## src/core/sas_pkg.sv

```systemverilog
// Shared constants and types for the converter sequencer
package sas_pkg;

    // ------------------------------------------------------------
    // Conversion lengths in conversion-clock cycles
    // ------------------------------------------------------------
    localparam logic [5:0] SAS_CYC_8B_PLAIN = 6'd49;
    localparam logic [5:0] SAS_CYC_10B_PLAIN = 6'd59;
    localparam logic [5:0] SAS_CYC_8B_SH = 6'd28;
    localparam logic [5:0] SAS_CYC_10B_SH = 6'd33;
    localparam logic [5:0] SAS_TRIAL_LEN = 6'd3;
    localparam logic [3:0] SAS_BITS_8 = 4'd8;
    localparam logic [3:0] SAS_BITS_10 = 4'd10;

    // ------------------------------------------------------------
    // Divider selects and terminal counts
    // ------------------------------------------------------------
    localparam logic [1:0] SAS_DIV_1 = 2'h0;
    localparam logic [1:0] SAS_DIV_2 = 2'h1;
    localparam logic [1:0] SAS_DIV_4 = 2'h2;
    localparam logic [1:0] SAS_DIV_1_LIMIT = 2'h0;
    localparam logic [1:0] SAS_DIV_2_LIMIT = 2'h1;
    localparam logic [1:0] SAS_DIV_4_LIMIT = 2'h3;

    // ------------------------------------------------------------
    // Mode field, extended-input field, mux groups
    // ------------------------------------------------------------
    localparam logic [2:0] SAS_MODE_ONESHOT = 3'h0;
    localparam logic [2:0] SAS_MODE_REPEAT = 3'h1;
    localparam logic [2:0] SAS_MODE_SWEEP = 3'h2;
    localparam logic [2:0] SAS_MODE_RSWEEP0 = 3'h3;
    localparam logic [2:0] SAS_MODE_RSWEEP1 = 3'h4;
    localparam logic [1:0] SAS_EXT_NONE = 2'h0;
    localparam logic [1:0] SAS_EXT_IN0 = 2'h1;
    localparam logic [1:0] SAS_EXT_IN1 = 2'h2;
    localparam logic [1:0] SAS_EXT_OPAMP = 2'h3;
    localparam logic [1:0] SAS_GRP_PRIMARY = 2'h0;
    localparam logic [1:0] SAS_GRP_ALTERNATE = 2'h1;
    localparam logic [1:0] SAS_GRP_EXT0 = 2'h2;
    localparam logic [1:0] SAS_GRP_EXT1 = 2'h3;

    // ------------------------------------------------------------
    // Result storage and reset values
    // ------------------------------------------------------------
    localparam int SAS_RESULT_REGS = 8;
    localparam logic [2:0] SAS_EXT0_REG = 3'h0;
    localparam logic [2:0] SAS_EXT1_REG = 3'h1;
    localparam logic [15:0] SAS_RESULT_RESET = 16'h0000;

    typedef enum logic [1:0] {
        SAS_ST_IDLE,
        SAS_ST_CONV,
        SAS_ST_WRITE
    } sas_state_t;

endpackage : sas_pkg

```

## src/core/sas_mem_if.sv

```systemverilog
// Connection between sequencer and result memory
`timescale 1ns/1ps
interface sas_mem_if;
    logic wr_en;
    logic [2:0] wr_addr;
    logic [15:0] wr_data;
    logic [3:0] rd_addr;
    logic [7:0] rd_data;

    modport seq (output wr_en, output wr_addr, output wr_data, output rd_addr, input rd_data);
    modport mem (input wr_en, input wr_addr, input wr_data, input rd_addr, output rd_data);
endinterface : sas_mem_if

```

## src/core/sas_result_mem.sv

```systemverilog
// Per-pin result registers with registered byte read
`timescale 1ns/1ps
module sas_result_mem
    import sas_pkg::*;
(
    input wire logic mclk_in,
    input wire logic rst_in,
    sas_mem_if.mem mif
);
    logic [15:0] word_q [SAS_RESULT_REGS];
    logic [7:0] rd_q;

    // ------------------------------------------------------------
    // Storage
    // ------------------------------------------------------------
    always_ff @(posedge mclk_in or posedge rst_in) begin
        if (rst_in) begin
            for (int i = 0; i < SAS_RESULT_REGS; i++) begin
                word_q[i] <= SAS_RESULT_RESET;
            end
        end else if (mif.wr_en) begin
            word_q[mif.wr_addr] <= mif.wr_data;
        end
    end

    // ------------------------------------------------------------
    // Even byte low eight bits, odd byte upper bits
    // ------------------------------------------------------------
    always_ff @(posedge mclk_in or posedge rst_in) begin
        if (rst_in) begin
            rd_q <= 8'h00;
        end else if (mif.rd_addr[0]) begin
            rd_q <= word_q[mif.rd_addr[3:1]][15:8];
        end else begin
            rd_q <= word_q[mif.rd_addr[3:1]][7:0];
        end
    end

    assign mif.rd_data = rd_q;

endmodule : sas_result_mem

```

## src/core/sas_sequencer.sv

```systemverilog
// Successive-approximation converter sequencer, top level
// Notes on behaviour
// Ten-bit successive approximation core, result width 8 or 10 bits selectable.
// Ten-bit result: low eight bits at even byte, top two at odd.
// Eight-bit result sits at the even byte of the pin's register.
// Reference connect bit gates ladder current; set it before any conversion.
// Control must not change mid-conversion; result is then undefined.
// Software trigger: conversion starts when start flag rises 0 to 1.
// External trigger: each falling trigger edge with flag set (re)starts conversion.
// Plain conversion: 49 cycles at 8 bits, 59 at 10 bits.
// With sample-and-hold: 28 cycles at 8 bits, 33 at 10 bits.
// Conversion clock is source clock divided by 1, 2 or 4.
// Software keeps conversion clock within 250 kHz/1 MHz and 10 MHz.
// Five modes chosen by mode field; only one-shot and repeat run.
// One-shot converts the selected pin once, then requests an interrupt.
// One-shot end clears start flag unless externally triggered; writing 0 stops.
// Repeat converts continuously, no interrupt, stops when flag written 0.
// Each result goes to the register of the pin just converted; op-amp mode writes to the chan_sel_in register.
// Inputs: eight primary, two extended, eight alternate replacing the primary.
// Extended field: 00 unused, 01 input 0, 10 input 1, 11 op-amp.
// Sample-and-hold enable bit chosen before any conversion starts.
// Interrupt pulses one cycle after the result register is updated.
`timescale 1ns/1ps
module sas_sequencer
    import sas_pkg::*;
(
    input wire logic mclk_in,
    input wire logic rst_in,
    input wire logic start_wr_in,
    input wire logic start_wdata_in,
    input wire logic [2:0] mode_in,
    input wire logic ext_trig_sel_in,
    input wire logic external_trigger_pin_in,
    input wire logic reference_connect_bit_in,
    input wire logic res10_in,
    input wire logic sample_hold_en_in,
    input wire logic [1:0] clk_div_sel_in,
    input wire logic [2:0] chan_sel_in,
    input wire logic alt_group_sel_in,
    input wire logic extended_input_select_lo_in,
    input wire logic extended_input_select_hi_in,
    input wire logic comp_in,
    input wire logic [3:0] rd_byte_addr_in,
    output logic [7:0] rd_data_out,
    output logic start_flag_out,
    output logic busy_out,
    output logic eoc_irq_out,
    output logic ladder_enable_out,
    output logic sample_out,
    output logic [9:0] sar_code_out,
    output logic [1:0] mux_group_out,
    output logic [2:0] mux_chan_out,
    output logic opamp_mode_out
);
    import sas_pkg::*;

    // ------------------------------------------------------------
    // Helpers
    // ------------------------------------------------------------
    function automatic logic [5:0] conv_cycles(input logic r10, input logic sh);
        if (sh) begin
            conv_cycles = r10 ? SAS_CYC_10B_SH : SAS_CYC_8B_SH;
        end else begin
            conv_cycles = r10 ? SAS_CYC_10B_PLAIN : SAS_CYC_8B_PLAIN;
        end
    endfunction : conv_cycles

    function automatic logic [3:0] num_bits(input logic r10);
        num_bits = r10 ? SAS_BITS_10 : SAS_BITS_8;
    endfunction : num_bits

    function automatic logic [1:0] div_limit(input logic [1:0] sel);
        case (sel)
            SAS_DIV_2: div_limit = SAS_DIV_2_LIMIT;
            SAS_DIV_4: div_limit = SAS_DIV_4_LIMIT;
            default: div_limit = SAS_DIV_1_LIMIT;
        endcase
    endfunction : div_limit

    sas_mem_if mif ();

    sas_state_t state_q;
    logic start_flag_q, flag_prev_q;
    logic trig_meta_q, trig_sync_q, trig_prev_q;
    logic comp_meta_q, comp_sync_q;
    logic [1:0] div_cnt_q;
    logic [5:0] cyc_q;
    logic [1:0] sub_q;
    logic [3:0] bit_q;
    logic [9:0] sar_q;
    logic cfg_r10_q, cfg_sh_q, cfg_oneshot_q, cfg_ext_q;
    logic [1:0] cfg_div_q;
    logic [2:0] cfg_addr_q;
    logic mem_wr_q, wr_irq_q, irq_q;
    logic [2:0] mem_addr_q;
    logic [15:0] mem_data_q;
    logic busy_q, sample_q, ladder_q, opamp_q;
    logic [1:0] group_q;
    logic [2:0] chan_q;
    logic [1:0] ext_field;
    logic mode_ok, trig_fall, sw_start, ext_start, start_evt, tick;
    logic [5:0] total, trial_begin;

    assign ext_field = {extended_input_select_hi_in, extended_input_select_lo_in};
    assign mode_ok = (mode_in == SAS_MODE_ONESHOT) || (mode_in == SAS_MODE_REPEAT);
    assign trig_fall = trig_prev_q && !trig_sync_q;
    assign sw_start = !ext_trig_sel_in && start_flag_q && !flag_prev_q;
    assign ext_start = ext_trig_sel_in && start_flag_q && trig_fall;
    assign start_evt = mode_ok && (sw_start || ext_start);
    assign tick = (div_cnt_q == div_limit(cfg_div_q));
    assign total = conv_cycles(cfg_r10_q, cfg_sh_q);
    assign trial_begin = total - 6'(SAS_TRIAL_LEN * 6'(num_bits(cfg_r10_q)));

    // ------------------------------------------------------------
    // Pin synchronisers
    // ------------------------------------------------------------
    always_ff @(posedge mclk_in or posedge rst_in) begin
        if (rst_in) begin
            trig_meta_q <= 1'b1;
            trig_sync_q <= 1'b1;
            trig_prev_q <= 1'b1;
            comp_meta_q <= 1'b0;
            comp_sync_q <= 1'b0;
        end else begin
            trig_meta_q <= external_trigger_pin_in;
            trig_sync_q <= trig_meta_q;
            trig_prev_q <= trig_sync_q;
            comp_meta_q <= comp_in;
            comp_sync_q <= comp_meta_q;
        end
    end

    // ------------------------------------------------------------
    // Start flag: software write beats hardware clear
    // ------------------------------------------------------------
    always_ff @(posedge mclk_in or posedge rst_in) begin
        if (rst_in) begin
            start_flag_q <= 1'b0;
            flag_prev_q <= 1'b0;
        end else begin
            flag_prev_q <= start_flag_q;
            if (start_wr_in) begin
                start_flag_q <= start_wdata_in;
            end else if (state_q == SAS_ST_WRITE && cfg_oneshot_q && !cfg_ext_q) begin
                start_flag_q <= 1'b0;
            end
        end
    end

    // ------------------------------------------------------------
    // Conversion clock divider
    // ------------------------------------------------------------
    always_ff @(posedge mclk_in or posedge rst_in) begin
        if (rst_in) begin
            div_cnt_q <= 2'h0;
        end else if (start_evt || state_q != SAS_ST_CONV || tick) begin
            div_cnt_q <= 2'h0;
        end else begin
            div_cnt_q <= div_cnt_q + 2'h1;
        end
    end

    // ------------------------------------------------------------
    // Configuration captured at start
    // ------------------------------------------------------------
    always_ff @(posedge mclk_in or posedge rst_in) begin
        if (rst_in) begin
            cfg_r10_q <= 1'b0;
            cfg_sh_q <= 1'b0;
            cfg_oneshot_q <= 1'b0;
            cfg_ext_q <= 1'b0;
            cfg_div_q <= SAS_DIV_1;
            cfg_addr_q <= 3'h0;
            group_q <= SAS_GRP_PRIMARY;
            chan_q <= 3'h0;
            opamp_q <= 1'b0;
        end else if (start_evt) begin
            cfg_r10_q <= res10_in;
            cfg_sh_q <= sample_hold_en_in;
            cfg_oneshot_q <= (mode_in == SAS_MODE_ONESHOT);
            cfg_ext_q <= ext_trig_sel_in;
            cfg_div_q <= clk_div_sel_in;
            chan_q <= chan_sel_in;
            opamp_q <= (ext_field == SAS_EXT_OPAMP);
            case (ext_field)
                SAS_EXT_IN0: begin
                    group_q <= SAS_GRP_EXT0;
                    cfg_addr_q <= SAS_EXT0_REG;
                end
                SAS_EXT_IN1: begin
                    group_q <= SAS_GRP_EXT1;
                    cfg_addr_q <= SAS_EXT1_REG;
                end
                SAS_EXT_OPAMP: begin
                    group_q <= SAS_GRP_EXT1;
                    cfg_addr_q <= chan_sel_in;
                end
                default: begin
                    group_q <= alt_group_sel_in ? SAS_GRP_ALTERNATE : SAS_GRP_PRIMARY;
                    cfg_addr_q <= chan_sel_in;
                end
            endcase
        end
    end

    // ------------------------------------------------------------
    // Sequencer and bit trials
    // ------------------------------------------------------------
    always_ff @(posedge mclk_in or posedge rst_in) begin
        if (rst_in) begin
            state_q <= SAS_ST_IDLE;
            cyc_q <= 6'h00;
            sub_q <= 2'h0;
            bit_q <= 4'h0;
            sar_q <= 10'h000;
        end else if (!start_flag_q) begin
            state_q <= SAS_ST_IDLE;
        end else if (start_evt) begin
            state_q <= SAS_ST_CONV;
            cyc_q <= 6'h00;
            sub_q <= 2'h0;
            bit_q <= SAS_BITS_10 - 4'h1;
            sar_q <= 10'h000;
        end else begin
            case (state_q)
                SAS_ST_CONV: begin
                    if (tick) begin
                        if (cyc_q == total - 6'h01) begin
                            state_q <= SAS_ST_WRITE;
                        end else begin
                            cyc_q <= cyc_q + 6'h01;
                        end
                        if (cyc_q >= trial_begin) begin
                            sub_q <= (sub_q == 2'h2) ? 2'h0 : sub_q + 2'h1;
                            if (sub_q == 2'h0) begin
                                sar_q[bit_q] <= 1'b1;
                            end else if (sub_q == 2'h2) begin
                                if (!comp_sync_q) begin
                                    sar_q[bit_q] <= 1'b0;
                                end
                                bit_q <= bit_q - 4'h1;
                            end
                        end
                    end
                end
                SAS_ST_WRITE: begin
                    if (cfg_oneshot_q) begin
                        state_q <= SAS_ST_IDLE;
                    end else begin
                        state_q <= SAS_ST_CONV;
                        cyc_q <= 6'h00;
                        sub_q <= 2'h0;
                        bit_q <= SAS_BITS_10 - 4'h1;
                        sar_q <= 10'h000;
                    end
                end
                default: state_q <= SAS_ST_IDLE;
            endcase
        end
    end

    // ------------------------------------------------------------
    // Result write and end-of-conversion request
    // ------------------------------------------------------------
    always_ff @(posedge mclk_in or posedge rst_in) begin
        if (rst_in) begin
            mem_wr_q <= 1'b0;
            wr_irq_q <= 1'b0;
            mem_addr_q <= 3'h0;
            mem_data_q <= SAS_RESULT_RESET;
            irq_q <= 1'b0;
        end else begin
            mem_wr_q <= (state_q == SAS_ST_WRITE);
            wr_irq_q <= (state_q == SAS_ST_WRITE) && cfg_oneshot_q;
            mem_addr_q <= cfg_addr_q;
            mem_data_q <= cfg_r10_q ? {6'h00, sar_q} : {8'h00, sar_q[9:2]};
            irq_q <= mem_wr_q && wr_irq_q;
        end
    end

    // ------------------------------------------------------------
    // Status and analog-side outputs
    // ------------------------------------------------------------
    always_ff @(posedge mclk_in or posedge rst_in) begin
        if (rst_in) begin
            busy_q <= 1'b0;
            sample_q <= 1'b0;
            ladder_q <= 1'b0;
        end else begin
            busy_q <= (state_q != SAS_ST_IDLE);
            sample_q <= (state_q == SAS_ST_CONV) && (cyc_q < trial_begin) && cfg_sh_q;
            ladder_q <= reference_connect_bit_in;
        end
    end

    assign mif.wr_en = mem_wr_q;
    assign mif.wr_addr = mem_addr_q;
    assign mif.wr_data = mem_data_q;
    assign mif.rd_addr = rd_byte_addr_in;

    sas_result_mem u_mem (
        .mclk_in(mclk_in),
        .rst_in(rst_in),
        .mif(mif.mem)
    );

    assign rd_data_out = mif.rd_data;
    assign start_flag_out = start_flag_q;
    assign busy_out = busy_q;
    assign eoc_irq_out = irq_q;
    assign ladder_enable_out = ladder_q;
    assign sample_out = sample_q;
    assign sar_code_out = sar_q;
    assign mux_group_out = group_q;
    assign mux_chan_out = chan_q;
    assign opamp_mode_out = opamp_q;

    // ------------------------------------------------------------
    // Checks
    // ------------------------------------------------------------
    logic [5:0] ticks_seen_q;
    always_ff @(posedge mclk_in or posedge rst_in) begin
        if (rst_in) begin
            ticks_seen_q <= 6'h00;
        end else if (start_evt || state_q != SAS_ST_CONV) begin
            ticks_seen_q <= 6'h00;
        end else if (tick) begin
            ticks_seen_q <= ticks_seen_q + 6'h01;
        end
    end
endmodule : sas_sequencer

```

## config.mk

```make
export PLATFORM = sky130hd
export DESIGN_NAME = sas_sequencer
export DESIGN_NICKNAME = d
export VERILOG_FILES = /design/src/core/sas_pkg.sv /design/src/core/sas_mem_if.sv /design/src/core/sas_result_mem.sv /design/src/core/sas_sequencer.sv
export SDC_FILE = /design/constraint.sdc
export NUM_CORES = 1
export LEC_CHECK = 0
export ABC_AREA = 1
export BUFFER_PORTS_ARGS = -buffer_cell sky130_fd_sc_hd__buf_2
export CAP_MARGIN = 0
export CORE_ASPECT_RATIO = 0.7
export CORE_MARGIN = 5
export CORE_UTILIZATION = 25
export DETAILED_ROUTE_END_ITERATION = 7
export PLACE_DENSITY = 0.44
export SLEW_MARGIN = 20
export SYNTH_ARGS = -nofsm -noshare
export SYNTH_HDL_FRONTEND = slang
export SYNTH_SLANG_ARGS = --single-unit
```

## constraint.sdc

```tcl
create_clock -name mclk_in -period 16.28 [get_ports mclk_in]
set_input_delay 3.256 -clock mclk_in [delete_from_list [all_inputs] [get_ports mclk_in]]
set_output_delay 3.256 -clock mclk_in [all_outputs]
set_load 0.03 [all_outputs]
```

==> flow_summary.yaml <==
status:
  status: "complete, no violations"
clock_network:
  hold_buffers: 0
  cts_setup_buffers: 0
  cts_root_buffer: "clkbuf_16"
  insertion_delay_ns: 0.43
  cts_buffers: 17
  clock_path_buffers: 2
  clkSinkCount: 155
  cts_tree: "yes"
  path_clk_slew_ns: 0.06
  post_cts_resized: 0
  htreeDepth: 4
routing:
  ant_nets: 0
  viasPerCell: 4.42
  drt-total-wl_um: 18800
  drc: 0
  drt_pass1_iterations: 4
  via_count: 5646
  post_drt_wl_per_cell_um: 14.7
  first_iter_violations: 294
synthesis:
  syn_avg_cell_area_um2: 8.52
  syn-instance-count: 850
  syn_nets: 897
  ys_seq_area_frac: 0.536
  ys_types: 38
  synth_area_mm2: 0.00724
  yosysWarnings: 0
  synth_seq_cells: 155
global_routing:
  first_global_vias: 5654
  grt-ovfl-total: 0
  grt_pass1_wl_um: 31200
  antenna_found_initial: 0
  grt_usage: 0.121
  grt_max_degree: 68
timing:
  fin_skew_ns: 0.00781
  rsz0062_at_grt: "no"
  finalSetupViolCount: 0
  fin_crit_ns: 4.99
  post-route-period-util: 0.307
  setup_tns_ns: 0
  slew_headroom: 0.273
  postLayoutSetupSlackWorst_ns: 11.29
  fmax_ghz: 0.200
  hold_viol: 0
  drv_slew: 0
  worstMarginPinSlew_ns: 1.09
power_and_ir_drop:
  vdd_drop_max_v: 0.0000626
  powerDensity_mw_per_mm2: 131
  p_leak_uw: 0.00405
  net-switching-power_uw: 360
  p_clk_frac: 0.380
  swShare: 0.324
  seq_power_share: 0.416
  intPower_uw: 750
  combPwrFrac: 0.204
  p_total_uw: 1110
critical_path:
  slowest_stage: "inv_1"
  startpoint: "mode_in[2]"
  cp-end-kind: "flop"
  r2r_start: "cfg_r10_q"
  cp_max_fo: 20
  crit_buf_inv: 3
  worstPathRequired_ns: 16.60
  critPathMaxStageDelay_ns: 0.53
  cpMostUsedCell: "nand2_1"
  critical_path.top_delay_family: "simple AND/OR/NAND/NOR gates"
  cp-start-kind: "input port"
  path_cells: "buf_2, inv_1, nand2_1, nor2_2, nand3_2, inv_1, nor2_1, nand2_2, nand3_1, nand2_1, nand2_1"
  crit_type: "input port to flop"
  reg2reg_slack_ns: 12.53
  arrival_ns: 5.31
final_layout:
  area_growth_syn_to_layout_pct: 17.0
  drive_above_1_share: 0.121
  fillers: 3114
  nets: 935
  num_antenna_cells: 0
  fin_cells: 1278
  fin_util: 0.294
die:
  die_y_um: 152
  die_area_mm2: 0.0325
  core_mm2: 0.0288
  fp.dieW_um: 213
  ios: 54
  start_util: 0.252
  rows: 52
run:
  maxCapViolCount: 0
placement:
  place_ws_ns: 10.81
  io_buffer_count: 53
  place_congestion: 0.759
  numPlacedInstances: 1247
  detailed_place_hpwl_um: 12400
hold_path:
  worstHoldStart: "trig_meta_q"
  holdCritPathClass: "flop to flop"
routing by layer:
metal | vias up | track usage | wire [um]
met5 | - | 0 | 0
met4 | 0 | 0.0363 | 244
met3 | 15 | 0.0323 | 824
met2 | 75 | 0.173 | 7990
met1 | 2703 | 0.178 | 9690
li1 | 2853 | - | -
power groups by stage:
stage          clock network, uW  logic [uW]  registers, uW
6_report                     422         227            461
5_1_grt                      454         264            467
4_1_cts                      436         231            462
3_5_place_dp                   0         230            469
3_3_place_gp                   0         230            469
2_1_floorplan                  0         148            475
worst paths after layout:
| path | end | cells after the start |
|---|---|---|
| max | bit_q[0] | 11 |
| min | trig_sync_q | 0 |
| max reg2reg | bit_q[0] | 17 |
| min reg2reg | trig_sync_q | 0 |
| max in group asynchronous | u_mem.word_q[25] | 4 |
| min in group asynchronous | u_mem.word_q[103] | 2 |
per-stage QoR:
stage                     hold slack (ns)  area, um^2
after floorplan                     0.331        7240
after global placement              0.335        7850
after detailed placement            0.347        7850
after CTS                           0.356        8470
after global routing                0.358        8470
final                               0.355        8470
synth_stat cells:
cell         n  area, um^2
nor3_1       5        25.0
nand3b_1     1        7.51
or2_2        2        12.5
o21ai_1      2        10.0
nor2_2       1        6.26
clkinv_1     1        3.75
buf_6        2        22.5
nor2_8       1        20.0
inv_1       62         233
nand3_4      1        17.5
nor2_1     114         428
o21bai_1     3        22.5
buf_1        1        3.75
o211ai_1     6        45.0
dfstp_2      3        78.8
nand2_1    205         769
inv_2        1        3.75
o21ai_0    128         641
buf_2        5        25.0
dfrtp_1    152        3800
o221ai_1     1        8.76
nand2_4      2        22.5
nand4_1     15        93.8
buf_4        1        7.51
nor2_4       1        11.3
o32ai_1     12         105
nand3_1     26         130
ha_1        22         275
nand2_2      3        18.8
o2111ai_1    1        8.76
nand3_2      4        40.0
clkbuf_1    29         109
a31oi_1      1        6.26
xnor2_1      4        35.0
xor2_1       5        43.8
o31ai_1      3        22.5
nor3b_1      1        7.51
a21oi_1     23         115
cell type report:
type	count	area [um^2]	share of cell area
Inverter	64	245	0.0290
Multi-Input combinational cell	593	2950	0.349
Clock inverter	10	138	0.0163
Tap cell	378	473	0.0559
Timing Repair Buffer	57	295	0.0349
Clock buffer	21	480	0.0567
Sequential cell	155	3880	0.458
logic make-up (layout without fill, tap and decap cells):
family,count (synthesis),after routing,synth area share
AND/OR/NAND/NOR,382,382,0.222
AO/OA/AOI/OAI,180,180,0.136
flip-flops,155,155,0.536
buffers and inverters,102,152,0.0563
adder cells (fa/ha/maj),22,22,0.0380
XOR/XNOR,9,9,0.0109
sequential cells by signal, summed over array words and instances (netlist names), 2 cells and up:
register,flops
div_cnt_q,2
state_q,2
cyc_q,6
u_mem.word_q,80
sar_code_out,10
sub_q,2
mux_group_out,2
cfg_addr_q,3
mux_chan_out,3
mem_addr_q,3
u_mem.mif.rd_data,8
mem_data_q,10
bit_q,4
cfg_div_q,2
cell usage in the layout, fill, tap and decap left out, drive strengths merged, types with 4 or more instances in the layout:
| cell | netlist | layout |
|---|---|---|
| nand3 | 31 | 31 |
| a21oi | 23 | 23 |
| o21ai | 130 | 130 |
| o32ai | 12 | 12 |
| o211ai | 6 | 6 |
| nand4 | 15 | 15 |
| xor2 | 5 | 5 |
| inv | 63 | 65 |
| nor2 | 117 | 117 |
| nand2 | 210 | 210 |
| dfrtp | 152 | 152 |
| buf | 9 | 57 |
| clkbuf | 29 | 21 |
| ha | 22 | 22 |
| clkinv | 1 | 4 |
| nor3 | 5 | 5 |
| xnor2 | 4 | 4 |
(Power assumes the default switching activity.)
